### config.mk
export PLATFORM = sky130hd
export DESIGN_NAME = cssc_top
export DESIGN_NICKNAME = d
export VERILOG_FILES = /design/src/verilog/cssc_edge.v /design/src/verilog/cssc_top.v
export VERILOG_INCLUDE_DIRS = /design/src /design/src/common
export SDC_FILE = /design/constraint.sdc
export NUM_CORES = 1
export LEC_CHECK = 0
export BUFFER_PORTS_ARGS = -buffer_cell sky130_fd_sc_hd__clkbuf_2
export CAP_MARGIN = 20
export CELL_PAD_IN_SITES_DETAIL_PLACEMENT = 1
export CELL_PAD_IN_SITES_GLOBAL_PLACEMENT = 1
export CORE_MARGIN = 5
export CORE_UTILIZATION = 50
export CTS_BUF_LIST = sky130_fd_sc_hd__clkbuf_16
export DETAILED_ROUTE_END_ITERATION = 16
export PLACE_DENSITY_LB_ADDON = 0.12
export SKIP_CTS_REPAIR_TIMING = 1
export SYNTH_ARGS = -nofsm -noshare
export SYNTH_HDL_FRONTEND = slang
export SYNTH_SLANG_ARGS = --single-unit
### constraint.sdc
create_clock -name mclk -period 13.34 [get_ports mclk]
set_clock_uncertainty 0.2 [all_clocks]
set_input_delay 0 -clock mclk [delete_from_list [all_inputs] [get_ports mclk]]
set_output_delay 0 -clock mclk [all_outputs]
set_load 0.02 [all_outputs]
### src/common/cssc_map.vh
// Purpose: Register map and constants for the clock source select block
// Assumes: 32-bit classic Wishbone, byte addresses, one register per word
// Notes:   Definitions only
`ifndef CSSC_MAP_VH
`define CSSC_MAP_VH

// Register byte offsets
`define CSSC_ADR_STATUS        8'h00
`define CSSC_ADR_CONFIG        8'h04
`define CSSC_ADR_MAX_VELOCITY  8'h08
`define CSSC_ADR_MAX_ACCEL     8'h0C
`define CSSC_ADR_ACTUAL_POS    8'h10
`define CSSC_ADR_STEP_PERIOD   8'h14
`define CSSC_ADR_CUR_VELOCITY  8'h18

// Status fields
`define CSSC_ST_EXT_SEL        0
`define CSSC_ST_SHORT_FLAG     1
`define CSSC_ST_DRV_ON         2

// Config fields
`define CSSC_CFG_SHORT_EN      0
`define CSSC_CFG_OFF_LSB       4
`define CSSC_CFG_OFF_MSB       7
`define CSSC_CFG_PWM_LSB       8
`define CSSC_CFG_PWM_MSB       9

// Field widths and reset values
`define CSSC_VEL_W             23
`define CSSC_ACC_W             16
`define CSSC_PERIOD_W          20
`define CSSC_CONFIG_RST        10'h050
`define CSSC_VEL_RST           23'h000000
`define CSSC_ACC_RST           16'h0000

// Internal oscillator model: tick rate = 20 MHz * NUM / DEN = 51118.08 Hz
`define CSSC_OSC_NUM           32'h004E0000
`define CSSC_OSC_DEN           32'h77359400
// Position phase accumulator: 16 fractional bits
`define CSSC_FRAC_W            16
// External clock prescaler width in bits: 256 pin edges per timing tick
`define CSSC_EXT_PRE_W         8
// Acceleration per tick is setting >> this shift, or 1 when a nonzero setting shifts to 0
`define CSSC_ACC_SHIFT         8

`endif

### src/verilog/cssc_edge.v
// Purpose: Rising edge detector for a synchronous pin
// Assumes: Input already synchronous to mclk
// Notes:   Pulse is registered, one cycle after the edge
module cssc_edge (
    input  wire mclk,
    input  wire rst,
    input  wire din,
    output reg  rise
);
    reg prev_reg;

    // Remember last level, flag a low-to-high change
    always @(posedge mclk) begin
        if (rst) begin
            prev_reg <= 1'b0;
            rise     <= 1'b0;
        end else begin
            prev_reg <= din;
            rise     <= din & ~prev_reg;
        end
    end
endmodule

### src/verilog/cssc_top.v
// Purpose: Clock source selection, timing tick and calibration aids
// Assumes: mclk 20 MHz; pins synchronous; classic Wishbone slave
// Notes:   Timing tick comes from the oscillator model or the clock pin
`include "cssc_map.vh"
module cssc_top (
    input  wire        mclk,
    input  wire        rst,
    input  wire        wb_cyc_i,
    input  wire        wb_stb_i,
    input  wire        wb_we_i,
    input  wire [7:0]  wb_adr_i,
    input  wire [3:0]  wb_sel_i,
    input  wire [31:0] wb_dat_i,
    output reg  [31:0] wb_dat_o,
    output reg         wb_ack_o,
    input  wire        ext_clk_in,
    input  wire        step_in,
    input  wire        drv_en_n,
    input  wire        short_sense,
    output reg         ext_selected,
    output reg         short_flag,
    output reg         coil_hi,
    output reg         coil_lo,
    output reg         step_out
);
    // Edge pulses from the clock and step pins
    wire ext_rise;
    wire step_rise;

    cssc_edge u_ext_edge (
        .mclk (mclk),
        .rst  (rst),
        .din  (ext_clk_in),
        .rise (ext_rise)
    );

    cssc_edge u_step_edge (
        .mclk (mclk),
        .rst  (rst),
        .din  (step_in),
        .rise (step_rise)
    );

    // Register file
    reg [9:0]                   config_reg;
    reg [`CSSC_VEL_W-1:0]       max_velocity_reg;
    reg [`CSSC_ACC_W-1:0]       max_accel_reg;
    reg [31:0]                  position_reg;
    reg [31:0]                  position_next;
    reg [`CSSC_VEL_W-1:0]       velocity_reg;
    reg [`CSSC_VEL_W-1:0]       velocity_next;
    reg [`CSSC_FRAC_W-1:0]      frac_reg;
    reg [`CSSC_PERIOD_W-1:0]    period_cnt_reg;
    reg [`CSSC_PERIOD_W-1:0]    step_period_reg;
    reg [31:0]                  osc_acc_reg;
    reg [31:0]                  osc_acc_next;
    reg                         int_tick_reg;
    reg [`CSSC_EXT_PRE_W-1:0]   ext_pre_reg;
    reg                         ext_tick_reg;
    reg [6:0]                   chop_cnt_reg;
    reg                         chop_phase_reg;

    // Bus decode
    wire        bus_req  = wb_cyc_i & wb_stb_i & ~wb_ack_o;
    wire        bus_wr   = bus_req & wb_we_i;
    wire [31:0] wr_mask  = {{8{wb_sel_i[3]}}, {8{wb_sel_i[2]}}, {8{wb_sel_i[1]}}, {8{wb_sel_i[0]}}};
    wire        wr_cfg   = bus_wr & (wb_adr_i == `CSSC_ADR_CONFIG);
    wire        wr_max_velocity_setting  = bus_wr & (wb_adr_i == `CSSC_ADR_MAX_VELOCITY);
    wire        wr_max_acceleration_setting  = bus_wr & (wb_adr_i == `CSSC_ADR_MAX_ACCEL);
    wire        wr_pos   = bus_wr & (wb_adr_i == `CSSC_ADR_ACTUAL_POS);
    wire        wr_stat  = bus_wr & (wb_adr_i == `CSSC_ADR_STATUS);

    // Merge helper: keep old bits where byte lane is off
    wire [31:0] cfg_merged  = ({22'h000000, config_reg} & ~wr_mask) | (wb_dat_i & wr_mask);
    wire [31:0] max_velocity_setting_merged = ({9'h000, max_velocity_reg} & ~wr_mask) | (wb_dat_i & wr_mask);
    wire [31:0] max_acceleration_setting_merged = ({16'h0000, max_accel_reg} & ~wr_mask) | (wb_dat_i & wr_mask);
    wire [31:0] pos_merged  = (position_reg & ~wr_mask) | (wb_dat_i & wr_mask);

    // Selected timing tick; stops dead if the selected pin clock stops
    wire tick = ext_selected ? ext_tick_reg : int_tick_reg;

    wire drv_on = ~drv_en_n;

    // Source selection latches on first pin edge, cleared only by reset
    always @(posedge mclk) begin
        if (rst) begin
            ext_selected <= 1'b0;
        end else if (ext_rise) begin
            ext_selected <= 1'b1;
        end
    end

    // Oscillator model: fractional accumulator so the nominal rate is exact
    always @* begin
        osc_acc_next = osc_acc_reg + `CSSC_OSC_NUM;
        if (osc_acc_next >= `CSSC_OSC_DEN) begin
            osc_acc_next = osc_acc_next - `CSSC_OSC_DEN;
        end
    end

    always @(posedge mclk) begin
        if (rst) begin
            osc_acc_reg  <= 32'h00000000;
            int_tick_reg <= 1'b0;
        end else begin
            osc_acc_reg  <= osc_acc_next;
            int_tick_reg <= (osc_acc_reg + `CSSC_OSC_NUM) >= `CSSC_OSC_DEN;
        end
    end

    // Pin clock prescaler; a silent pin yields no ticks at all
    always @(posedge mclk) begin
        if (rst) begin
            ext_pre_reg  <= {`CSSC_EXT_PRE_W{1'b0}};
            ext_tick_reg <= 1'b0;
        end else begin
            ext_tick_reg <= 1'b0;
            if (ext_rise) begin
                ext_pre_reg <= ext_pre_reg + 1'b1;
                if (&ext_pre_reg) begin
                    ext_tick_reg <= 1'b1;
                end
            end
        end
    end

    // Velocity ramp toward max velocity; zero setting brakes to a stop
    wire [`CSSC_VEL_W-1:0] acc_step_raw = {7'h00, max_accel_reg} >> `CSSC_ACC_SHIFT;
    wire [`CSSC_VEL_W-1:0] acc_step     = (acc_step_raw == {`CSSC_VEL_W{1'b0}} && max_accel_reg != 16'h0000)
                                          ? {{(`CSSC_VEL_W-1){1'b0}}, 1'b1} : acc_step_raw;

    always @* begin
        velocity_next = velocity_reg;
        if (velocity_reg < max_velocity_reg) begin
            if (max_velocity_reg - velocity_reg > acc_step) begin
                velocity_next = velocity_reg + acc_step;
            end else begin
                velocity_next = max_velocity_reg;
            end
        end else if (velocity_reg > max_velocity_reg) begin
            if (velocity_reg - max_velocity_reg > acc_step) begin
                velocity_next = velocity_reg - acc_step;
            end else begin
                velocity_next = max_velocity_reg;
            end
        end
    end

    // Position phase accumulator: steps per s = velocity * tick rate / 2^16
    wire [`CSSC_VEL_W:0] frac_sum = {{(`CSSC_VEL_W+1-`CSSC_FRAC_W){1'b0}}, frac_reg} + {1'b0, velocity_reg};
    wire [7:0]           step_adv = frac_sum[`CSSC_VEL_W:`CSSC_FRAC_W];

    always @* begin
        position_next = position_reg + {24'h000000, step_adv};
    end

    always @(posedge mclk) begin
        if (rst) begin
            velocity_reg <= `CSSC_VEL_RST;
            frac_reg     <= {`CSSC_FRAC_W{1'b0}};
            position_reg <= 32'h00000000;
            step_out     <= 1'b0;
        end else begin
            step_out <= 1'b0;
            if (wr_pos) begin
                position_reg <= pos_merged;
            end else if (tick) begin
                position_reg <= position_next;
                step_out     <= step_adv != 8'h00;
            end
            if (tick) begin
                velocity_reg <= velocity_next;
                frac_reg     <= frac_sum[`CSSC_FRAC_W-1:0];
            end
        end
    end

    // Step period in timing ticks between step pin edges, saturating
    always @(posedge mclk) begin
        if (rst) begin
            period_cnt_reg  <= {`CSSC_PERIOD_W{1'b0}};
            step_period_reg <= {`CSSC_PERIOD_W{1'b1}};
        end else begin
            if (step_rise) begin
                step_period_reg <= period_cnt_reg;
                period_cnt_reg  <= {`CSSC_PERIOD_W{1'b0}};
            end else if (tick && !(&period_cnt_reg)) begin
                period_cnt_reg <= period_cnt_reg + 1'b1;
            end
        end
    end

    // Chopper: half period set by off time and frequency select
    wire [3:0] off_time = config_reg[`CSSC_CFG_OFF_MSB:`CSSC_CFG_OFF_LSB];
    wire [1:0] pwm_sel  = config_reg[`CSSC_CFG_PWM_MSB:`CSSC_CFG_PWM_LSB];
    wire [6:0] chop_top = {1'b0, pwm_sel, off_time} + 7'h01;

    always @(posedge mclk) begin
        if (rst) begin
            chop_cnt_reg   <= 7'h00;
            chop_phase_reg <= 1'b0;
        end else if (tick) begin
            if (chop_cnt_reg >= chop_top) begin
                chop_cnt_reg   <= 7'h00;
                chop_phase_reg <= ~chop_phase_reg;
            end else begin
                chop_cnt_reg <= chop_cnt_reg + 7'h01;
            end
        end
    end

    // Bridge outputs; disabled drivers float both sides low
    always @(posedge mclk) begin
        if (rst) begin
            coil_hi <= 1'b0;
            coil_lo <= 1'b0;
        end else begin
            coil_hi <= drv_on & chop_phase_reg;
            coil_lo <= drv_on & ~chop_phase_reg;
        end
    end

    // Short detection runs on mclk, independent of the timing tick
    wire short_event = config_reg[`CSSC_CFG_SHORT_EN] & short_sense & drv_on;

    always @(posedge mclk) begin
        if (rst) begin
            short_flag <= 1'b0;
        end else if (short_event) begin
            short_flag <= 1'b1;
        end else if (wr_stat && wb_sel_i[0] && wb_dat_i[`CSSC_ST_SHORT_FLAG]) begin
            short_flag <= 1'b0;
        end
    end

    // Writable settings
    always @(posedge mclk) begin
        if (rst) begin
            config_reg       <= `CSSC_CONFIG_RST;
            max_velocity_reg <= `CSSC_VEL_RST;
            max_accel_reg    <= `CSSC_ACC_RST;
        end else begin
            if (wr_cfg) begin
                config_reg <= cfg_merged[9:0];
            end
            if (wr_max_velocity_setting) begin
                max_velocity_reg <= max_velocity_setting_merged[`CSSC_VEL_W-1:0];
            end
            if (wr_max_acceleration_setting) begin
                max_accel_reg <= max_acceleration_setting_merged[`CSSC_ACC_W-1:0];
            end
        end
    end

    // Read mux; unmapped offsets read zero
    reg [31:0] rd_data;

    always @* begin
        case (wb_adr_i)
            `CSSC_ADR_STATUS:       rd_data = {29'h00000000, drv_on, short_flag, ext_selected};
            `CSSC_ADR_CONFIG:       rd_data = {22'h000000, config_reg};
            `CSSC_ADR_MAX_VELOCITY: rd_data = {9'h000, max_velocity_reg};
            `CSSC_ADR_MAX_ACCEL:    rd_data = {16'h0000, max_accel_reg};
            `CSSC_ADR_ACTUAL_POS:   rd_data = position_reg;
            `CSSC_ADR_STEP_PERIOD:  rd_data = {12'h000, step_period_reg};
            `CSSC_ADR_CUR_VELOCITY: rd_data = {9'h000, velocity_reg};
            default:                rd_data = 32'h00000000;
        endcase
    end

    // One wait state: ack and data registered together, ack drops next cycle
    always @(posedge mclk) begin
        if (rst) begin
            wb_ack_o <= 1'b0;
            wb_dat_o <= 32'h00000000;
        end else begin
            wb_ack_o <= bus_req;
            if (bus_req && !wb_we_i) begin
                wb_dat_o <= rd_data;
            end
        end
    end
endmodule
**Yosys cells after proc, flatten, opt, wreduce, memory -nomap -nowiden**

Cells that the tools add are included.
W data, S select, Z words.

- Bits in registers: 252
- Input bits: 53
- Output and inout bits: 38
- Logic and storage cells: 115

- Add/sub/neg operators: 12
- Magnitude comparators: 6
- Equality and inequality tests: 6
- Muxes and demuxes: 14
- Bitwise gates (word level): 31
- Reduce and logical (&&, ||, !) cells: 21

Operator list:

| cell | count |
|---|---|
| $pmux W32 S7 | 1 |
| $mux W32 | 3 |
| $mux W23 | 4 |
| $and A32 B32 Y32 | 2 |
| $gt A23 B8 Y1 | 2 |
| $sub A23 B23 Y23 | 2 |
| $add A32 B23 Y32 const B | 1 |
| $add A32 B8 Y32 | 1 |
| $ge A32 B31 Y1 const B | 1 |
| $not A32 Y32 | 1 |
| $or A32 B32 Y32 | 1 |
| $sub A32 B31 Y32 const B | 1 |
| $add A16 B23 Y24 | 1 |
| $eq A8 B5 Y1 const B | 3 |
| $add A23 B8 Y23 | 1 |
| $and A23 B23 Y23 | 1 |
| $gt A23 B23 Y1 | 1 |
| $logic_not A23 Y1 | 1 |
| $lt A23 B23 Y1 | 1 |
| $or A23 B23 Y23 | 1 |
| $sub A23 B8 Y23 | 1 |
| $add A20 B1 Y20 const B | 1 |
| $reduce_and A20 Y1 | 1 |
| $and A16 B16 Y16 | 1 |
| 24 further kinds | 56 |

**Longest topological paths before layout**

Gate-level depths: netlist (run 1).

- Depth after elaboration: 8
- Gate-level depth with buffers: 24

**Hierarchy**

From an unflattened synthesis (run 1), not the netlist that was laid out.

- Cells, all modules: 2150
- Area, all modules: 16767.3 µm²

By module, submodules not included:

| module | instances | cells each | area each (µm²) |
|---|---|---|---|
| cssc_top | 1 | 2142 | 16649.7 |
| cssc_edge | 2 | 4 | 58.8 |

**Least setup slack after synthesis (run 1)**

No wires, ideal clock.

- Path kind: register to register
- From: register velocity_reg[0]
- To: register (tool-made name)
- Library setup time: 0.115 ns
- Arrival: 5.129 ns
- Required time: 13.025 ns
- Path slack: 7.896 ns
- Stages on the path, launching flop included: 25
- Path buffers: 0
- Period minus slack after synthesis: 5.444 ns
- Cell sequence: dfxtp_1 -> ha_1 -> fa_1 -> a21o_1 -> a21o_1 -> a21oi_1 -> o31ai_1 -> nor3_1 -> o21ai_0 -> o22ai_1 -> xnor2_1 -> ha_1 -> inv_1 -> fa_1 -> nor2b_1 -> o21ai_0 -> a21boi_0 -> o21ai_0 -> a21oi_1 -> o21ai_0 -> a211oi_1 -> nand4_1 -> a21oi_1 -> nor2_1 -> a2111oi_0

RTL lines:

| item | RTL line | source |
|---|---|---|
| start: declaration | cssc_top.v:50 | `` reg [`CSSC_VEL_W-1:0] velocity_reg; `` |
| start signal: assignment | cssc_top.v:159 | `` velocity_reg <= `CSSC_VEL_RST; `` |
| start signal: assignment | cssc_top.v:172 | `velocity_reg <= velocity_next;` |

==> reports/results.ini, run 1 <==
[outcome]
run_status = complete, but fails checks
violations = hold timing

[worst_setup_path]
critPathLaunch = velocity_reg[0]
cpLargestDelayFamily = compound AO/OA/AOI/OAI gates
max_stage_delay_ns = 0.59
path_max_fanout = 8
reg2regPathDepth = 27
start_kind = register
crit_type = register to register
cp_data_arrival_time_ns = 7.50
crit_path_end_kind = register
rr_startpoint = velocity_reg[0]
crit_slowest_cell = o22ai_1
ff2ff_setup_slack_ns = 6.14
path_buf_inv = 4
required_ns = 13.65
worst-path-stages = 27

[detailed_routing]
drt-total-wl_mm = 64.0
vias = 17100
drcViolationCount = 0
wire_per_inst_um = 23.8
ant_nets = 0
viasPerCell = 6.36
drtPass1Iterations = 6
dr.first_iter.drc_count = 1400

[cells_and_area]
syn2layout_area_growth_pct = 14.3
final_common_cell = nor2_1
drive_above_1_share_pct = 9.03
design_area_um2 = 19100
nets = 2391
regArea_um2 = 4840
final_cell_mix = nor2_1 (254), dfxtp_1 (242), nand2_1 (205)
multi_input_area_um2 = 11000
fillers = 4024
fin_util_pct = 57.3

[floorplan]
die-width_um = 193
die_h_um = 193
die-area_um2 = 37100
core_um2 = 33300
start_util_pct = 50.2
std_cell_rows = 67
io-pin-count = 91

[sta]
rsz0062_at_grt = no
slew_viol_final = 0
fin_hold_ws_ns = -0.00662
maxSlewHeadroom_pct = 29.0
finalHoldViolCount = 1
max_freq_mhz = 139
finalCritPeriodShare_pct = 54.0
min_period_ns = 7.20
tightest_slew_ns = 1.06
setup-violations-final = 0
tns_ns = 0

[flow_run]
drv_cap = 0

[global_route]
grt.met2_usage_pct = 52.6
grtUsageTotal_pct = 31.2
busiest_layer = met2
grt_pass1_wl_mm = 93.5
use_met1_pct = 41.5
antenna_found_initial = 0
use_met3_pct = 3.56
grt.overflow.total = 0
grt_max_degree = 97
grt_pass1_vias = 16800

[clock_network]
clock_sinks = 242
cts_max_path_buffers = 3
cts.htree.levels = 1
cts-buffers-inserted = 28
cts_tree = done
clkLatencyLatePin_ns = 0.58
clock-root-buffer = clkbuf_16
clk_pin_slew_ns = 0.07

[place]
place_congestion = 0.922
io_buffers = 90
hpwl_mm = 44.3
place_area_um2 = 17400

[power]
ir_drop_uv = 91.5
power_density_nw_per_um2 = 86.9
cellLeakagePower_nw = 7.78

[synth]
ys.flop_type = dfxtp_1
synth_warnings = 0
seq_area_frac_synth_pct = 29.0
synth_fp_nets = 2286
synthesis.area_um2 = 16700
netlist-cell-type-count = 91
syn_avg_cell_area_um2 = 7.91
ys_ff_latch = 242
synthArstFlopShare_pct = 0
synth-edff-count = 0
syn-instance-count = 2111

[min_path]
hp-class = primary input to register

==> power breakdown <==
part           leakage (nW)  switching [mW]  total, mW  internal (mW)
Clock                 0.450           0.349      0.792          0.444
Combinational          5.37          0.0760      0.120         0.0444
Sequential             1.96          0.0128      0.746          0.733
==> final cells by class <==
class,instances,area share (%)
well taps,448,2.94
clock inverters,24,1.18
inverters,99,1.95
multi-input cells,1658,57.6
diodes,2,0.0262
repair buffers,187,7.27
flip-flops and latches,242,25.4
clock buffers,28,3.67
==> Yosys cell counts, types with 7 or more instances <==
library cell	instances	area share (%)
a311oi_1	8	0.42
xnor2_1	70	3.7
a21oi_1	159	4.8
mux2i_1	85	5.1
nor4_1	17	0.64
and4_1	8	0.42
o21bai_1	8	0.36
nor2b_1	18	0.67
a211o_1	7	0.37
inv_1	98	2.2
o211ai_1	19	0.85
a2111oi_0	10	0.52
a22oi_1	31	1.4
ha_1	116	8.7
or3_1	19	0.71
and2_1	14	0.52
clkbuf_1	83	1.9
o21ai_0	92	2.8
a222oi_1	18	1.1
xor2_1	48	2.5
nand3_1	64	1.9
a221oi_1	16	0.84
or2_2	9	0.34
o21ai_1	9	0.27
nand2_1	205	4.6
a21oi_2	9	0.47
o22ai_1	9	0.34
nor3_1	52	1.6
a31oi_1	17	0.64
nor2_1	254	5.7
o31ai_1	12	0.54
buf_2	16	0.48
and3_1	32	1.2
a211oi_1	20	0.90
nand2b_1	15	0.56
a21o_1	31	1.4
o21a_1	21	0.94
nand4_1	29	1.1
dfxtp_1	242	29
==> through the flow <==
step                worst slack [ns]  hold WS, ns  instances  total power [mW]
finish                          6.14     -0.00662       2688              1.66
global route                    5.60       0.0314       2686              1.70
CTS                             7.05       -0.619       2607              1.63
detailed placement              7.18      -0.0129       2555             0.863
global placement                7.51      -0.0194       2555             0.860
floorplan                       7.90       -0.123       2111             0.823
==> how the worst min path moves through the flow <==
| stage | slack (ns) | startpoint | endpoint | cells past startpoint |
|---|---|---|---|---|
| after floorplan | -0.12 | drv_en_n | coil_lo | 1 |
| after global placement | -0.02 | drv_en_n | coil_lo | 2 |
| after detailed placement | -0.01 | drv_en_n | coil_lo | 2 |
| after CTS | -0.62 | drv_en_n | coil_lo | 2 |
| after global routing | 0.03 | wb_adr_i[3] | wb_dat_o[20] | 5 |
| final | -0.007 | wb_sel_i[3] | register | 5 |
==> worst min-delay path, delay by kind of cell <==
kind	cells	cell delay (ns)
AOI/OAI and AO/OA	2	0.29
buffers and inverters	1	0.11
and+or+nand+nor	2	0.30
==> metal layers <==
layer	routed length (um)	vias to the layer above	share of wire [%]
met5	0	-	0
met4	2840	0	4.4
met3	4140	185	6.5
met2	30700	669	48
met1	26300	8400	41
li1	-	7834	-
==> cells by family (layout without fill, tap and decap cells) <==
group | after synthesis | in the layout | share of synthesized area, %
compound gates | 575 | 575 | 23.6
xor+xnor | 118 | 118 | 6.19
fa+ha+maj | 122 | 122 | 9.42
buf+inv | 211 | 338 | 5.20
flops | 242 | 242 | 29.0
mux | 91 | 91 | 5.70
other cells | 0 | 2 | 0
simple gates | 752 | 752 | 20.9
Note: power is estimated with default switching activity, not from simulation.
==> inputs of run 2 (changes only) <==
- CORE_UTILIZATION: 50 -> 47
- clock period: 13.34 -> 7.2 ns (I/O delays scaled with it)
==> run 2 against run 1 <==
- the run still ends with hold timing left
- non-clock buffer count decreased by 8
- final cell count rose by 0.11%
- largest power group unchanged
- power grew 89%
- routed wire length fell by 2.7%
- largest cell class unchanged
- combinational power increased by 83%
==> reports/results.ini, run 2 (synthesis results as in run 1) <==
[outcome]
run_status = complete, but fails checks
violations = hold timing

[worst_setup_path]
reg2regPathDepth = 23
path_max_fanout = 7
crit_path_end_kind = register
rr_startpoint = velocity_reg[0]
path_buf_inv = 2
cpLargestDelayFamily = compound AO/OA/AOI/OAI gates
max_stage_delay_ns = 0.59
ff2ff_setup_slack_ns = 0.52
cp_data_arrival_time_ns = 7.00
required_ns = 7.51
crit_slowest_cell = dlygate4sd3_1
path_common_cell = a21oi_1
path_cells = ha_1 > fa_1 > a21o_1 > a21o_1 > a21oi_1 > o31ai_1 > nor3_1 > o21ai_0 > o22ai_1 > nor3_1 > xnor2_1 > ha_1 > a21oi_1 > o21ai_0 > a21oi_1 > o21ai_0 > a211o_1 > nand2_1 > nor3_1 > a32oi_1 > dlygate4sd3_1 > a21oi_1 > dlygate4sd3_1
crit_type = register to register
start_kind = register

[sta]
rsz0062_at_grt = no
slew_viol_final = 0
finalCritPeriodShare_pct = 92.8
max_freq_mhz = 150
tns_ns = 0
worst_slack_ns = 0.515
finalHoldViolCount = 6
setup-violations-final = 0
min_period_ns = 6.68
tightest_slew_ns = 1.08
maxSlewHeadroom_pct = 28.0
fin_hold_ws_ns = -0.0330

[floorplan]
die_h_um = 198
start_util_pct = 47.3
core_um2 = 35300
die-area_um2 = 39400
std_cell_rows = 69
die-width_um = 198
io-pin-count = 91

[power]
p_comb_share_pct = 7.0
pwr-share-clk_pct = 48.8
swShare_pct = 24.9
ir_drop_uv = 177
power_density_nw_per_um2 = 164
p_sw_mw = 0.781
seqPwrFrac_pct = 44.2
p_total_mw = 3.13
cellLeakagePower_nw = 7.79
internal_power_mw = 2.35

[place]
place_inst = 2569
hpwl_mm = 45.3
io_buffers = 90
place_area_um2 = 17400
pre_cts_ws_ns = 1.14
place_congestion = 0.903

[detailed_routing]
drtPass1Iterations = 6
drcViolationCount = 0
viasPerCell = 6.28
drt-total-wl_mm = 62.3
ant_nets = 0
wire_per_inst_um = 23.2
dr.first_iter.drc_count = 1400
vias = 16900

[flow_run]
drv_cap = 0

[cells_and_area]
final_cell_mix = nor2_1 (254), dfxtp_1 (242), nand2_1 (205)
nets = 2384
finalNonFillerCells = 2691
syn2layout_area_growth_pct = 14.3
diodes = 0
fin_util_pct = 54.0
drive_above_1_share_pct = 9.10
final_common_cell = nor2_1
design_area_um2 = 19100
fillers = 4337

[clock_network]
clock_sinks = 242
clock-root-buffer = clkbuf_16
clk_pin_slew_ns = 0.07
cts_tree = done
clkLatencyLatePin_ns = 0.57
cts_max_path_buffers = 3
cts-buffers-inserted = 29
cts.htree.levels = 1

[min_path]
min_to = wb_dat_o[29]
min_delay_path_depth = 5
min_from = wb_stb_i
hp-class = primary input to register

[global_route]
antenna_found_initial = 2
grt_pass1_vias = 16700
grt.overflow.total = 0
grtUsageTotal_pct = 29.4
grt_max_degree = 84
grt_pass1_wl_mm = 93.6

-- run 2: cell types whose count changed in the layout (fill, tap and decap cells not counted), moves of 2 or more --
cell           before  now
diode_2             2    0
clkinv_4            2    0
inv_1             101  103
clkinvlp_4          4    0
dlygate4sd3_1      78   68
bufinv_16           3    5
-- run 2: how the worst max path moves through the flow --
stage | from | cells past startpoint | slack [ns] | end
finish | velocity_reg[0] | 23 | 0.52 | register
global route | velocity_reg[0] | 23 | 0.06 | register
CTS | velocity_reg[0] | 25 | 1.06 | register
detailed placement | velocity_reg[0] | 25 | 1.14 | register
global placement | velocity_reg[1] | 25 | 1.36 | register
floorplan | velocity_reg[0] | 24 | 1.76 | register
-- run 2: tightest hold or removal path: cells and delay by family --
| kind | cells | cell delay [ns] |
|---|---|---|
| and+or+nand+nor | 3 | 0.53 |
| buffers and inverters | 1 | 0.08 |
| AOI/OAI and AO/OA | 1 | 0.06 |
-- run 2: final cells by class --
cell class                 count  area, um2  area share, %
clock buffer                  29        726           3.80
clock inverter                23        245           1.29
multi-input combinational   1658      11000           57.6
timing repair buffer         179       1320           6.93
inverter                      99        372           1.95
tap                          461        577           3.02
sequential                   242       4840           25.4
-- run 2: power by group through the flow --
stage                     registers (mW)  clock network, mW  logic (mW)
after detailed placement            1.41                  0       0.187
after floorplan                     1.40                  0       0.122
after global placement              1.41                  0       0.182
final                               1.38               1.53       0.219
after global routing                1.38               1.61       0.236
after CTS                           1.38               1.54       0.191
-- run 2: metal layers --
| metal | track usage (%) | vias to the layer above | part of all wire [%] | wire, um |
|---|---|---|---|---|
| met1 | 39.8 | 8379 | 43 | 26800 |
| met3 | 4.52 | 131 | 6.4 | 4020 |
| met5 | 0.123 | - | 0.022 | 14 |
| li1 | - | 7837 | - | - |
| met4 | 9.98 | 4 | 3.7 | 2300 |
| met2 | 48.2 | 547 | 47 | 29200 |
==> inputs of run 3 (changes only) <==
- RECOVER_POWER: not set -> 100
==> run 3 against run 2 <==
- the run ends with hold timing, capacitance limit, slew limit left
- sequential share of layout area is 0.15 points higher
- core utilization is 0.32 points lower
- flip-flop and latch count stayed put
- register-to-register slack worse by 0.04 ns
- combinational power hardly changed
- first-iteration DRC count is 4.0% lower
- power hardly changed
- die area stayed put
- final cell count stayed put
- highest routed layer unchanged
==> reports/results.ini, run 3 (synthesis results as in run 1) <==
[cells_and_area]
final_common_cell = nor2_1
fillers = 4356
nets = 2384
syn2layout_area_growth_pct = 13.6
final_cell_mix = nor2_1 (254), dfxtp_1 (242), nand2_1 (205)
design_area_um2 = 19000
finalNonFillerCells = 2691
drive_above_1_share_pct = 6.91
fin_util_pct = 53.7
diodes = 0

[worst_setup_path]
path_cells = ha_1 > a21o_1 > a21o_1 > a211oi_1 > o211ai_1 > a31oi_1 > o21ai_0 > o21ai_0 > nand2b_1 > and2_0 > xnor2_1 > ha_1 > a21o_1 > a21oi_1 > o21ai_0 > a21oi_1 > o21ai_0 > a211o_1 > nand2_1 > nor3_1 > a32oi_1 > dlygate4sd3_1 > a21oi_1 > dlygate4sd3_1
crit_path_end_kind = register
required_ns = 7.46
cpLargestDelayFamily = compound AO/OA/AOI/OAI gates
path_max_fanout = 8
max_stage_delay_ns = 0.65
start_kind = register
crit_slowest_cell = dlygate4sd3_1
path_buf_inv = 2
path_common_cell = o21ai_0
cp_data_arrival_time_ns = 6.98
crit_type = register to register

[sta]
rsz0062_at_grt = no
max_freq_mhz = 149
setup-violations-final = 0
finalCritPeriodShare_pct = 93.4
min_period_ns = 6.73
tightest_slew_ns = 3.91
maxSlewHeadroom_pct = -161
fin_hold_ws_ns = -0.0203
tns_ns = 0
finalHoldViolCount = 5
slew_viol_final = 224

[min_path]
hp-class = primary input to register

[clock_network]
clk_pin_slew_ns = 0.07
cts.htree.levels = 1
clock_sinks = 242
cts-buffers-inserted = 29
clock-root-buffer = clkbuf_16
cts_max_path_buffers = 3
cts_tree = done
clkLatencyLatePin_ns = 0.57

[global_route]
grt_pass1_wl_mm = 93.6
antenna_found_initial = 2
grtUsageTotal_pct = 29.4
grt.overflow.total = 0
grt_pass1_vias = 16700
grt_max_degree = 84

[place]
place_congestion = 0.903
hpwl_mm = 45.3
io_buffers = 90
place_area_um2 = 17400
place_inst = 2569

[power]
power_density_nw_per_um2 = 165
ir_drop_uv = 178
p_total_mw = 3.13
p_comb_share_pct = 6.9
cellLeakagePower_nw = 7.61
seqPwrFrac_pct = 44.2
internal_power_mw = 2.35
swShare_pct = 24.9
pwr-share-clk_pct = 48.9
p_sw_mw = 0.781

[detailed_routing]
drcViolationCount = 0
drt-total-wl_mm = 62.3
wire_per_inst_um = 23.1
vias = 16900
dr.first_iter.drc_count = 1344
drtPass1Iterations = 6
ant_nets = 0
viasPerCell = 6.28

[floorplan]
die-area_um2 = 39400
die-width_um = 198
start_util_pct = 47.3
io-pin-count = 91
std_cell_rows = 69
die_h_um = 198
core_um2 = 35300

[outcome]
violations = hold timing, capacitance limit, slew limit
run_status = complete, but fails checks

[flow_run]
drv_cap = 6

run 3: cell type report:
class | instances | area, um2 | share of cell area (%)
repair buffers | 179 | 1240 | 6.56
inverters | 99 | 372 | 1.96
clock buffers | 29 | 726 | 3.83
multi-input cells | 1658 | 11000 | 57.8
well taps | 461 | 577 | 3.04
clock inverters | 23 | 245 | 1.29
flip-flops and latches | 242 | 4840 | 25.5
run 3: path summary, 6_finish.rpt:
| check | from | end | slack, ns | cells past startpoint |
|---|---|---|---|---|
| max | velocity_reg[1] | register | 0.47 | 24 |
| min | wb_stb_i | wb_dat_o[29] | -0.02 | 5 |
| max reg2reg | velocity_reg[1] | register | 0.47 | 24 |
| min reg2reg | u_ext_edge.prev_reg | u_ext_edge.rise | 0.19 | 1 |
run 3: per-layer routing:
layer | global-route usage (%) | part of all wire [%] | vias up
met1 | 39.8 | 43 | 8387
met2 | 48.2 | 47 | 555
met4 | 9.98 | 3.7 | 4
li1 | - | - | 7830
met3 | 4.52 | 6.4 | 133
met5 | 0.123 | 0.022 | -
run 3: metrics by stage:
| stage | setup WS (ns) | hold WS (ns) |
|---|---|---|
| 2_1_floorplan | 1.76 | -0.123 |
| 3_3_place_gp | 1.36 | -0.0172 |
| 3_5_place_dp | 1.14 | -0.0159 |
| 4_1_cts | 1.06 | -0.612 |
| 5_1_grt | 0.0386 | 0.0384 |
| 6_report | 0.475 | -0.0203 |
run 3: power groups by stage:
stage	Combinational [mW]	Sequential, mW	Clock, mW
6_report	0.217	1.38	1.53
3_3_place_gp	0.182	1.41	0
5_1_grt	0.234	1.38	1.61
2_1_floorplan	0.122	1.40	0
4_1_cts	0.191	1.38	1.54
3_5_place_dp	0.187	1.41	0
run 3: tightest hold or removal path: stages:
cell      delay [ns]
clkbuf_2        0.08
nand3b_1        0.13
nor2_1          0.25
nand3_1         0.17
a21oi_1         0.06
